File: src/common/tcc_pkg.sv
// constants for the 16-bit capture/compare timer: register map, field
// positions, reset values and prescaler figures.
// assumes a 32-bit avalon-mm slave with each byte register in one word.
package tcc_pkg;
  // ----------------------------------------------------------------
  // register byte addresses
  // ----------------------------------------------------------------
  localparam logic [5:0] ADDR_CONTROL_ONE = 6'h00;
  localparam logic [5:0] ADDR_CONTROL_TWO = 6'h04;
  localparam logic [5:0] ADDR_FLAGS = 6'h08;
  localparam logic [5:0] ADDR_COUNT_HIGH = 6'h0C;
  localparam logic [5:0] ADDR_COUNT_LOW = 6'h10;
  localparam logic [5:0] ADDR_ALT_HIGH = 6'h14;
  localparam logic [5:0] ADDR_ALT_LOW = 6'h18;
  localparam logic [5:0] ADDR_CAP1_HIGH = 6'h1C;
  localparam logic [5:0] ADDR_CAP1_LOW = 6'h20;
  localparam logic [5:0] ADDR_CAP2_HIGH = 6'h24;
  localparam logic [5:0] ADDR_CAP2_LOW = 6'h28;
  localparam logic [5:0] ADDR_CMP1_HIGH = 6'h2C;
  localparam logic [5:0] ADDR_CMP1_LOW = 6'h30;
  localparam logic [5:0] ADDR_CMP2_HIGH = 6'h34;
  localparam logic [5:0] ADDR_CMP2_LOW = 6'h38;
  // ----------------------------------------------------------------
  // control_one fields
  // ----------------------------------------------------------------
  localparam int C1_CAP_IRQ_EN = 7;
  localparam int C1_CMP_IRQ_EN = 6;
  localparam int C1_OVF_IRQ_EN = 5;
  localparam int C1_CAP_EDGE1 = 2;
  localparam int C1_OUT_LEVEL2 = 1;
  localparam int C1_OUT_LEVEL1 = 0;
  // ----------------------------------------------------------------
  // control_two fields
  // ----------------------------------------------------------------
  localparam int C2_PIN_EN1 = 7;
  localparam int C2_PIN_EN2 = 6;
  localparam int C2_ONE_PULSE = 5;
  localparam int C2_PWM = 4;
  localparam int C2_CLK_SEL_HI = 3;
  localparam int C2_CLK_SEL_LO = 2;
  localparam int C2_CAP_EDGE2 = 1;
  localparam int C2_EXT_EDGE = 0;
  // ----------------------------------------------------------------
  // timer_flags_register fields
  // ----------------------------------------------------------------
  localparam int F_CAP1 = 7;
  localparam int F_CMP1 = 6;
  localparam int F_OVF = 5;
  localparam int F_CAP2 = 4;
  localparam int F_CMP2 = 3;
  // ----------------------------------------------------------------
  // values
  // ----------------------------------------------------------------
  localparam logic [15:0] COUNT_PRESET = 16'hFFFC;
  localparam logic [15:0] COUNT_MAX = 16'hFFFF;
  localparam logic [15:0] CMP_RESET = 16'h8000;
  localparam logic [7:0] CTL_RESET = 8'h00;
  localparam logic [1:0] SEL_DIV4 = 2'h0;
  localparam logic [1:0] SEL_DIV2 = 2'h1;
  localparam logic [1:0] SEL_DIV8 = 2'h2;
  localparam logic [1:0] SEL_EXT = 2'h3;
  localparam logic [2:0] PRESC_END_DIV2 = 3'h1;
  localparam logic [2:0] PRESC_END_DIV4 = 3'h3;
  localparam logic [2:0] PRESC_END_DIV8 = 3'h7;
endpackage

File: src/design/tcc_timer.sv
// 16-bit free-running timer with two capture and two compare channels.
// assumes an avalon-mm master on clk_sys; input pins are asynchronous and pass through three-stage synchronisers.
//
// Added by the designer: the address map and the Avalon-MM slave port.
`timescale 1ns/10ps
module tcc_timer (
  input wire logic clk_sys,
  input wire logic reset_n,
  input wire logic [5:0] address,
  input wire logic read,
  input wire logic write,
  input wire logic [3:0] byteenable,
  input wire logic [31:0] writedata,
  output logic [31:0] readdata,
  output logic waitrequest,
  input wire logic globalMask,
  input wire logic haltMode,
  input wire logic extTimerClockPin,
  input wire logic [1:0] captureInputPin,
  output logic [1:0] compareOutputPin,
  output logic timerIrq
);
  typedef struct packed {
    logic waitReq;
    logic [31:0] rdata;
    logic [7:0] controlOne;
    logic [7:0] controlTwo;
    logic [15:0] count;
    logic [2:0] presc;
    logic [2:0] extSync;
    logic [1:0][2:0] capSync;
    logic [7:0] lowBuf;
    logic cntLatched;
    logic overflowFlag;
    logic [1:0] captureFlag;
    logic [1:0] compareFlag;
    logic armOvf;
    logic [1:0] armCap;
    logic [1:0] armCmp;
    logic [1:0][15:0] captureValue;
    logic [1:0] capHold;
    logic [1:0][15:0] compareValue;
    logic [1:0] cmpHold;
    logic [1:0] pin;
    logic irq;
  } tcc_state_t;

  tcc_state_t st;
  tcc_state_t next_st;

  // edge seen between the second and third synchroniser stages
  function automatic logic syncEdge(input logic s2, input logic s3, input logic rising);
    syncEdge = rising ? (s2 && !s3) : (!s2 && s3);
  endfunction

  logic accept;
  logic rd;
  logic wr;
  logic tick;
  logic [15:0] countInc;
  logic [1:0] capEvent;
  logic [1:0] capEdgeSel;
  logic [1:0] cmpMatch;
  logic [1:0] clockSel;
  logic [2:0] prescEnd;

  // ----------------------------------------------------------------
  // next-state logic
  // ----------------------------------------------------------------
  always_comb begin
    next_st = st;
    accept = (read || write) && !st.waitReq;
    rd = read && accept;
    wr = write && accept && byteenable[0];
    clockSel = st.controlTwo[tcc_pkg::C2_CLK_SEL_HI:tcc_pkg::C2_CLK_SEL_LO];
    unique case (clockSel)
      tcc_pkg::SEL_DIV2: prescEnd = tcc_pkg::PRESC_END_DIV2;
      tcc_pkg::SEL_DIV8: prescEnd = tcc_pkg::PRESC_END_DIV8;
      default: prescEnd = tcc_pkg::PRESC_END_DIV4;
    endcase

    // bus handshake: one wait cycle, then the access is taken
    next_st.waitReq = !((read || write) && st.waitReq);

    // synchronisers; first stage feeds only the second
    next_st.extSync = {st.extSync[1:0], extTimerClockPin};
    for (int i = 0; i < 2; i++) begin
      next_st.capSync[i] = {st.capSync[i][1:0], captureInputPin[i]};
    end

    // timer clock; halt freezes prescaler and count
    if (clockSel == tcc_pkg::SEL_EXT) begin
      tick = !haltMode && syncEdge(st.extSync[1], st.extSync[2],
                                   st.controlTwo[tcc_pkg::C2_EXT_EDGE]);
    end else begin
      tick = !haltMode && ((st.presc & prescEnd) == prescEnd);
    end
    if (!haltMode) begin
      next_st.presc = st.presc + 3'h1;
    end
    countInc = st.count + 16'h0001;
    if (tick) begin
      next_st.count = countInc;
    end

    // compare: match on the counter value about to be entered
    capEdgeSel = {st.controlTwo[tcc_pkg::C2_CAP_EDGE2], st.controlOne[tcc_pkg::C1_CAP_EDGE1]};
    for (int i = 0; i < 2; i++) begin
      cmpMatch[i] = tick && !st.cmpHold[i] && (countInc == st.compareValue[i]);
      capEvent[i] = !st.capHold[i]
                    && syncEdge(st.capSync[i][1], st.capSync[i][2], capEdgeSel[i]);
    end
    capEvent[0] = capEvent[0] && !st.controlTwo[tcc_pkg::C2_ONE_PULSE]
                  && !st.controlTwo[tcc_pkg::C2_PWM];

    // flags-register read arms the clear for flags then set
    if (rd && address == tcc_pkg::ADDR_FLAGS) begin
      if (st.overflowFlag) begin
        next_st.armOvf = 1'b1;
      end
      for (int i = 0; i < 2; i++) begin
        if (st.captureFlag[i]) begin
          next_st.armCap[i] = 1'b1;
        end
        if (st.compareFlag[i]) begin
          next_st.armCmp[i] = 1'b1;
        end
      end
    end

    // read data, loaded in the wait cycle
    next_st.rdata = 32'h0000_0000;
    if (read && st.waitReq) begin
      unique case (address)
        tcc_pkg::ADDR_CONTROL_ONE: next_st.rdata[7:0] = st.controlOne;
        tcc_pkg::ADDR_CONTROL_TWO: next_st.rdata[7:0] = st.controlTwo;
        tcc_pkg::ADDR_FLAGS: begin
          next_st.rdata[tcc_pkg::F_OVF] = st.overflowFlag;
          next_st.rdata[tcc_pkg::F_CAP1] = st.captureFlag[0];
          next_st.rdata[tcc_pkg::F_CAP2] = st.captureFlag[1];
          next_st.rdata[tcc_pkg::F_CMP1] = st.compareFlag[0];
          next_st.rdata[tcc_pkg::F_CMP2] = st.compareFlag[1];
        end
        tcc_pkg::ADDR_COUNT_HIGH, tcc_pkg::ADDR_ALT_HIGH: begin
          next_st.rdata[7:0] = st.count[15:8];
          // low byte taken with the high byte so the pair is one coherent count
          if (!st.cntLatched) begin
            next_st.lowBuf = st.count[7:0];
          end
        end
        tcc_pkg::ADDR_COUNT_LOW, tcc_pkg::ADDR_ALT_LOW: begin
          next_st.rdata[7:0] = st.cntLatched ? st.lowBuf : st.count[7:0];
        end
        tcc_pkg::ADDR_CAP1_HIGH: next_st.rdata[7:0] = st.captureValue[0][15:8];
        tcc_pkg::ADDR_CAP1_LOW: next_st.rdata[7:0] = st.captureValue[0][7:0];
        tcc_pkg::ADDR_CAP2_HIGH: next_st.rdata[7:0] = st.captureValue[1][15:8];
        tcc_pkg::ADDR_CAP2_LOW: next_st.rdata[7:0] = st.captureValue[1][7:0];
        tcc_pkg::ADDR_CMP1_HIGH: next_st.rdata[7:0] = st.compareValue[0][15:8];
        tcc_pkg::ADDR_CMP1_LOW: next_st.rdata[7:0] = st.compareValue[0][7:0];
        tcc_pkg::ADDR_CMP2_HIGH: next_st.rdata[7:0] = st.compareValue[1][15:8];
        tcc_pkg::ADDR_CMP2_LOW: next_st.rdata[7:0] = st.compareValue[1][7:0];
        default: next_st.rdata = 32'h0000_0000;
      endcase
    end

    // counter high/low read pairing; low buffer frozen once taken
    if (rd && (address == tcc_pkg::ADDR_COUNT_HIGH || address == tcc_pkg::ADDR_ALT_HIGH)) begin
      next_st.cntLatched = 1'b1;
    end
    if ((rd || wr) && (address == tcc_pkg::ADDR_COUNT_LOW || address == tcc_pkg::ADDR_ALT_LOW)) begin
      next_st.cntLatched = 1'b0;
      if (wr) begin
        next_st.count = tcc_pkg::COUNT_PRESET;
        next_st.presc = 3'h0;
      end
    end

    // overflow clear; alternate low never clears it
    if ((rd || wr) && address == tcc_pkg::ADDR_COUNT_LOW && st.armOvf) begin
      next_st.overflowFlag = 1'b0;
      next_st.armOvf = 1'b0;
    end
    if (tick && st.count == tcc_pkg::COUNT_MAX && !(wr && address == tcc_pkg::ADDR_COUNT_LOW)) begin
      next_st.overflowFlag = 1'b1;
    end
    if (wr && address == tcc_pkg::ADDR_ALT_LOW && tick && st.count == tcc_pkg::COUNT_MAX) begin
      next_st.overflowFlag = 1'b1;
    end

    // capture channels
    for (int i = 0; i < 2; i++) begin
      if (rd && address == (i == 0 ? tcc_pkg::ADDR_CAP1_HIGH : tcc_pkg::ADDR_CAP2_HIGH)) begin
        next_st.capHold[i] = 1'b1;
      end
      if ((rd || wr) && address == (i == 0 ? tcc_pkg::ADDR_CAP1_LOW : tcc_pkg::ADDR_CAP2_LOW)) begin
        if (rd) begin
          next_st.capHold[i] = 1'b0;
        end
        if (st.armCap[i]) begin
          next_st.captureFlag[i] = 1'b0;
          next_st.armCap[i] = 1'b0;
        end
      end
      if (capEvent[i]) begin
        next_st.captureValue[i] = st.count;
        next_st.captureFlag[i] = 1'b1;
      end
    end

    // compare channels
    for (int i = 0; i < 2; i++) begin
      if (wr && address == (i == 0 ? tcc_pkg::ADDR_CMP1_HIGH : tcc_pkg::ADDR_CMP2_HIGH)) begin
        next_st.compareValue[i][15:8] = writedata[7:0];
        next_st.cmpHold[i] = 1'b1;
      end
      if ((rd || wr) && address == (i == 0 ? tcc_pkg::ADDR_CMP1_LOW : tcc_pkg::ADDR_CMP2_LOW)) begin
        if (wr) begin
          next_st.compareValue[i][7:0] = writedata[7:0];
          next_st.cmpHold[i] = 1'b0;
        end
        if (st.armCmp[i]) begin
          next_st.compareFlag[i] = 1'b0;
          next_st.armCmp[i] = 1'b0;
        end
      end
      if (cmpMatch[i]) begin
        next_st.compareFlag[i] = 1'b1;
        if (st.controlTwo[i == 0 ? tcc_pkg::C2_PIN_EN1 : tcc_pkg::C2_PIN_EN2]) begin
          next_st.pin[i] = st.controlOne[i == 0 ? tcc_pkg::C1_OUT_LEVEL1 : tcc_pkg::C1_OUT_LEVEL2];
        end
      end
    end

    // control writes
    if (wr && address == tcc_pkg::ADDR_CONTROL_ONE) begin
      next_st.controlOne = writedata[7:0];
    end
    if (wr && address == tcc_pkg::ADDR_CONTROL_TWO) begin
      next_st.controlTwo = writedata[7:0];
    end

    // pending flags stay set, so a masked request fires once unmasked
    next_st.irq = !globalMask && (
      (st.overflowFlag && st.controlOne[tcc_pkg::C1_OVF_IRQ_EN])
      || ((|st.captureFlag) && st.controlOne[tcc_pkg::C1_CAP_IRQ_EN])
      || ((|st.compareFlag) && st.controlOne[tcc_pkg::C1_CMP_IRQ_EN]));
  end

  // ----------------------------------------------------------------
  // state register
  // ----------------------------------------------------------------
  always_ff @(posedge clk_sys or negedge reset_n) begin
    if (!reset_n) begin
      st <= '0;
      st.waitReq <= 1'b1;
      st.controlOne <= tcc_pkg::CTL_RESET;
      st.controlTwo <= tcc_pkg::CTL_RESET;
      st.count <= tcc_pkg::COUNT_PRESET;
      st.compareValue <= {tcc_pkg::CMP_RESET, tcc_pkg::CMP_RESET};
    end else begin
      st <= next_st;
    end
  end

  assign readdata = st.rdata;
  assign waitrequest = st.waitReq;
  assign compareOutputPin = st.pin;
  assign timerIrq = st.irq;
endmodule

File: config.mk
export PLATFORM = sky130hd
export DESIGN_NAME = tcc_timer
export DESIGN_NICKNAME = d
export VERILOG_FILES = /design/src/common/tcc_pkg.sv /design/src/design/tcc_timer.sv
export SDC_FILE = /design/constraint.sdc
export NUM_CORES = 1
export LEC_CHECK = 0
export BUFFER_PORTS_ARGS = -buffer_cell sky130_fd_sc_hd__clkbuf_2
export CORE_MARGIN = 10
export CORE_UTILIZATION = 46
export DETAILED_ROUTE_END_ITERATION = 7
export PLACE_DENSITY = 0.67
export SETUP_SLACK_MARGIN = 0.02
export SYNTH_ARGS = -nofsm -noshare
export SYNTH_HDL_FRONTEND = slang
export SYNTH_SLANG_ARGS = --single-unit
export TNS_END_PERCENT = 10
File: constraint.sdc
create_clock -name clk_sys -period 6.8 [get_ports clk_sys]
set_input_delay 1.36 -clock clk_sys [delete_from_list [all_inputs] [get_ports clk_sys]]
set_output_delay 1.36 -clock clk_sys [all_outputs]
set_load 0.05 [all_outputs]
==> summary.txt <==
Power and ir drop
  – LEAKAGE: 3.57 nW
  – Switching share of total power: 0.323
  – Total power: 2.65 mW
  – Share of power burned in registers: 0.463
  – Internal power: 1.80 mW
  – Pwr/cell area: 323 mW/mm²
  – Psw: 0.855 mW
  – Comb power frac: 0.210
  – Maximum vdd drop: 0.243 mV
  – Clock power share: 0.327

Placement
  – Placer Congestion: 0.942
  – Dpl ws: 3.01 ns
  – Hpwl dp: 15100 µm
  – Port Buf Inserts: 35
  – DP Area: 0.00766 mm²

Clock network
  – Hold Buf Count CTS: 0
  – TritonCTS clock tree: built
  – Resized cells post-CTS: 0
  – Clk_lat worst skew: 0.42 ns
  – Clock buffer count from CTS: 17
  – Root buffer cell: clkbuf_16
  – Clock transition at path regs: 0.06 ns
  – CTS Buffer Depth: 2
  – H-tree depth: 4
  – Post-CTS Setup Bufs: 0
  – Clock Sinks: 143

Timing
  – Setup TNS: 0 ns
  – Setup-failing EPs final: 0
  – Clock skew: 0.00697 ns
  – Final WS setup: 3.27 ns
  – Max_slew headroom: 0.230
  – Final period util: 0.518
  – Slew @ Worst Pin: 1.15 ns
  – RSZ-0062 raised after global routing: false
  – Slew Limit Fails: 0
  – Hold Slack: 0.348 ns
  – Achievable frequency: 284 MHz
  – Min cycle time layout: 3.53 ns
  – Final hold vios: 0

Layout
  – Most common cell after layout, fill and taps aside: dfrtp_1
  – Sequential cell area: 0.00360 mm²
  – Commonest non-fill, non-tap cells in the layout: dfrtp_1, mux2_2, nand2_1
  – # nets final: 739
  – Fillers: 1388
  – Design Area, Final: 0.00822 mm²
  – Layout area overhead: 9.71%
  – Layout cells sized above 1: 0.277
  – Area of the multi-input gates: 0.00354 mm²
  – N_diodes: 0

Setup path
  – Register-to-Register Setup Slack: 3.50 ns
  – Arrival time at the worst endpoint: 3.84 ns
  – CP Max Fanout: 12
  – Worst EP required: 7.11 ns
  – Crit path capture type: flop
  – Crit Path Category: input pin to flop
  – Startpoint Class: input pin

Routing
  – Routed Antenna Nets: 0
  – Routed Wire Length: 21000 µm
  – Via Count: 5448
  – Drt pass-1 iters: 6
  – Vias per cell: 5.96
  – DRC: 0
  – Iter 0 DRT Violations: 464
  – Routed length per instance: 23.0 µm

Global route
  – Total congestion overflow: 0
  – Initial antenna violation count: 1
  – Pin count of the biggest net entering global routing: 86
  – Vias in the first global route: 5455
  – First-pass GRT wire length: 32700 µm
  – Total GRT Usage: 0.195

Synthesis
  – Post-Syn Instances: 673
  – Cell area after synthesis: 0.00749 mm²
  – Yosys cell types: 63
  – Ys flop type: dfrtp_1
  – Post-synth EDFFs: 0
  – Post-synthesis async set-or-reset flop share: 1.00
  – Post-synth top area cell: dfrtp_1
  – Avg Cell Area, Syn: 11.1 µm²
  – Sequential fraction of the synthesis area: 0.481
  – Top cell type's share of synthesized area: 0.421
  – Top cells by area, synth: dfrtp_1, mux2_2, dfstp_2
  – Synthesized flop and latch total: 143
  – Synth warnings: 0

Die
  – DIE WIDTH: 148 µm
  – Io pins: 87
  – Die height: 148 µm
  – Full die area: 0.0218 mm²
  – # rows: 46
  – Initial Util: 0.470
  – Area of the core: 0.0159 mm²

Status
  – Status: finished clean

Run
  – Max-cap violations: 0

Worst hold path
  – Worst hold path class: flop to flop
[cells in the mapped netlist, types with 16 or more instances]
library cell  count
clkbuf_1         26
dfstp_2          17
a221oi_1         16
a21oi_1          21
xor2_1           17
nor2_1           32
mux2_2           88
dfrtp_1         126
buf_4            39
o21ai_0          32
xnor2_1          38
nand2_1          54
nand3_1          16
[layout make-up]
cell class,count,share of cell area
clock inverters,10,0.0110
repair buffers,41,0.0276
well taps,216,0.0329
clock buffers,21,0.0560
multi-input cells,476,0.431
flip-flops and latches,143,0.438
inverters,7,0.00320
[critical path, cell delays in order]
cell	delay (ns)
clkbuf_2	0.13
nor2_1	0.25
nand3b_1	0.48
nor3_1	0.94
a22o_1	0.23
a221oi_1	0.10
a31oi_1	0.33
[through the flow]
stage	instances	utilization
4_1_cts	914	0.515
5_1_grt	914	0.515
3_5_place_dp	883	0.481
6_report	914	0.515
3_3_place_gp	883	0.481
2_1_floorplan	696	-
[power groups by stage]
stage / registers (mW) / clock network (mW) / logic [mW]
after global routing: 1.25 / 0.916 / 0.617
after floorplan: 1.10 / 0 / 0.525
after CTS: 1.22 / 0.876 / 0.558
after global placement: 1.22 / 0 / 0.540
after detailed placement: 1.23 / 0 / 0.555
final: 1.23 / 0.866 / 0.557
[flip-flops by register name, summed over array words and instances (netlist names)]
signal and flops:
st 121, capEdgeSel 2, readdata 8, timerIrq 1, compareOutputPin 2, waitrequest 1, next_st 6, clockSel 2
[routing by layer]
metal	vias up	wire length (µm)	global-route usage
met4	4	404	0.0530
met5	-	50	0
li1	2421	-	-
met3	35	1810	0.0730
met2	239	9660	0.298
met1	2749	9080	0.253
[path summary, 6_finish.rpt]
check / end / depth (start not counted) / start
max reg2reg: compareOutputPin[1]$_DFFE_PN0P_ / 8 / st[102]$_DFF_PN0_
max: readdata[1]$_DFF_PN0_ / 7 / address[1]
min reg2reg: next_st[92]$_DFF_PN0_ / 0 / next_st[91]$_DFF_PN0_
min: next_st[92]$_DFF_PN0_ / 0 / next_st[91]$_DFF_PN0_
max in group asynchronous: st[126]$_DFFE_PN0P_ / 2 / reset_n
min in group asynchronous: st[70]$_DFFE_PN0P_ / 1 / reset_n
[cells by family (layout without fill, tap and decap cells)]
group,count (synthesis),in the layout,share of synthesized area
simple gates,176,176,0.130
flops,143,143,0.481
compound gates,115,115,0.105
mux,102,102,0.152
buf+inv,77,79,0.0586
xor+xnor,57,57,0.0707
fa+ha+maj,2,2,0.00334
other cells,1,24,0.000501
Note: power is estimated with default switching activity, not from simulation.
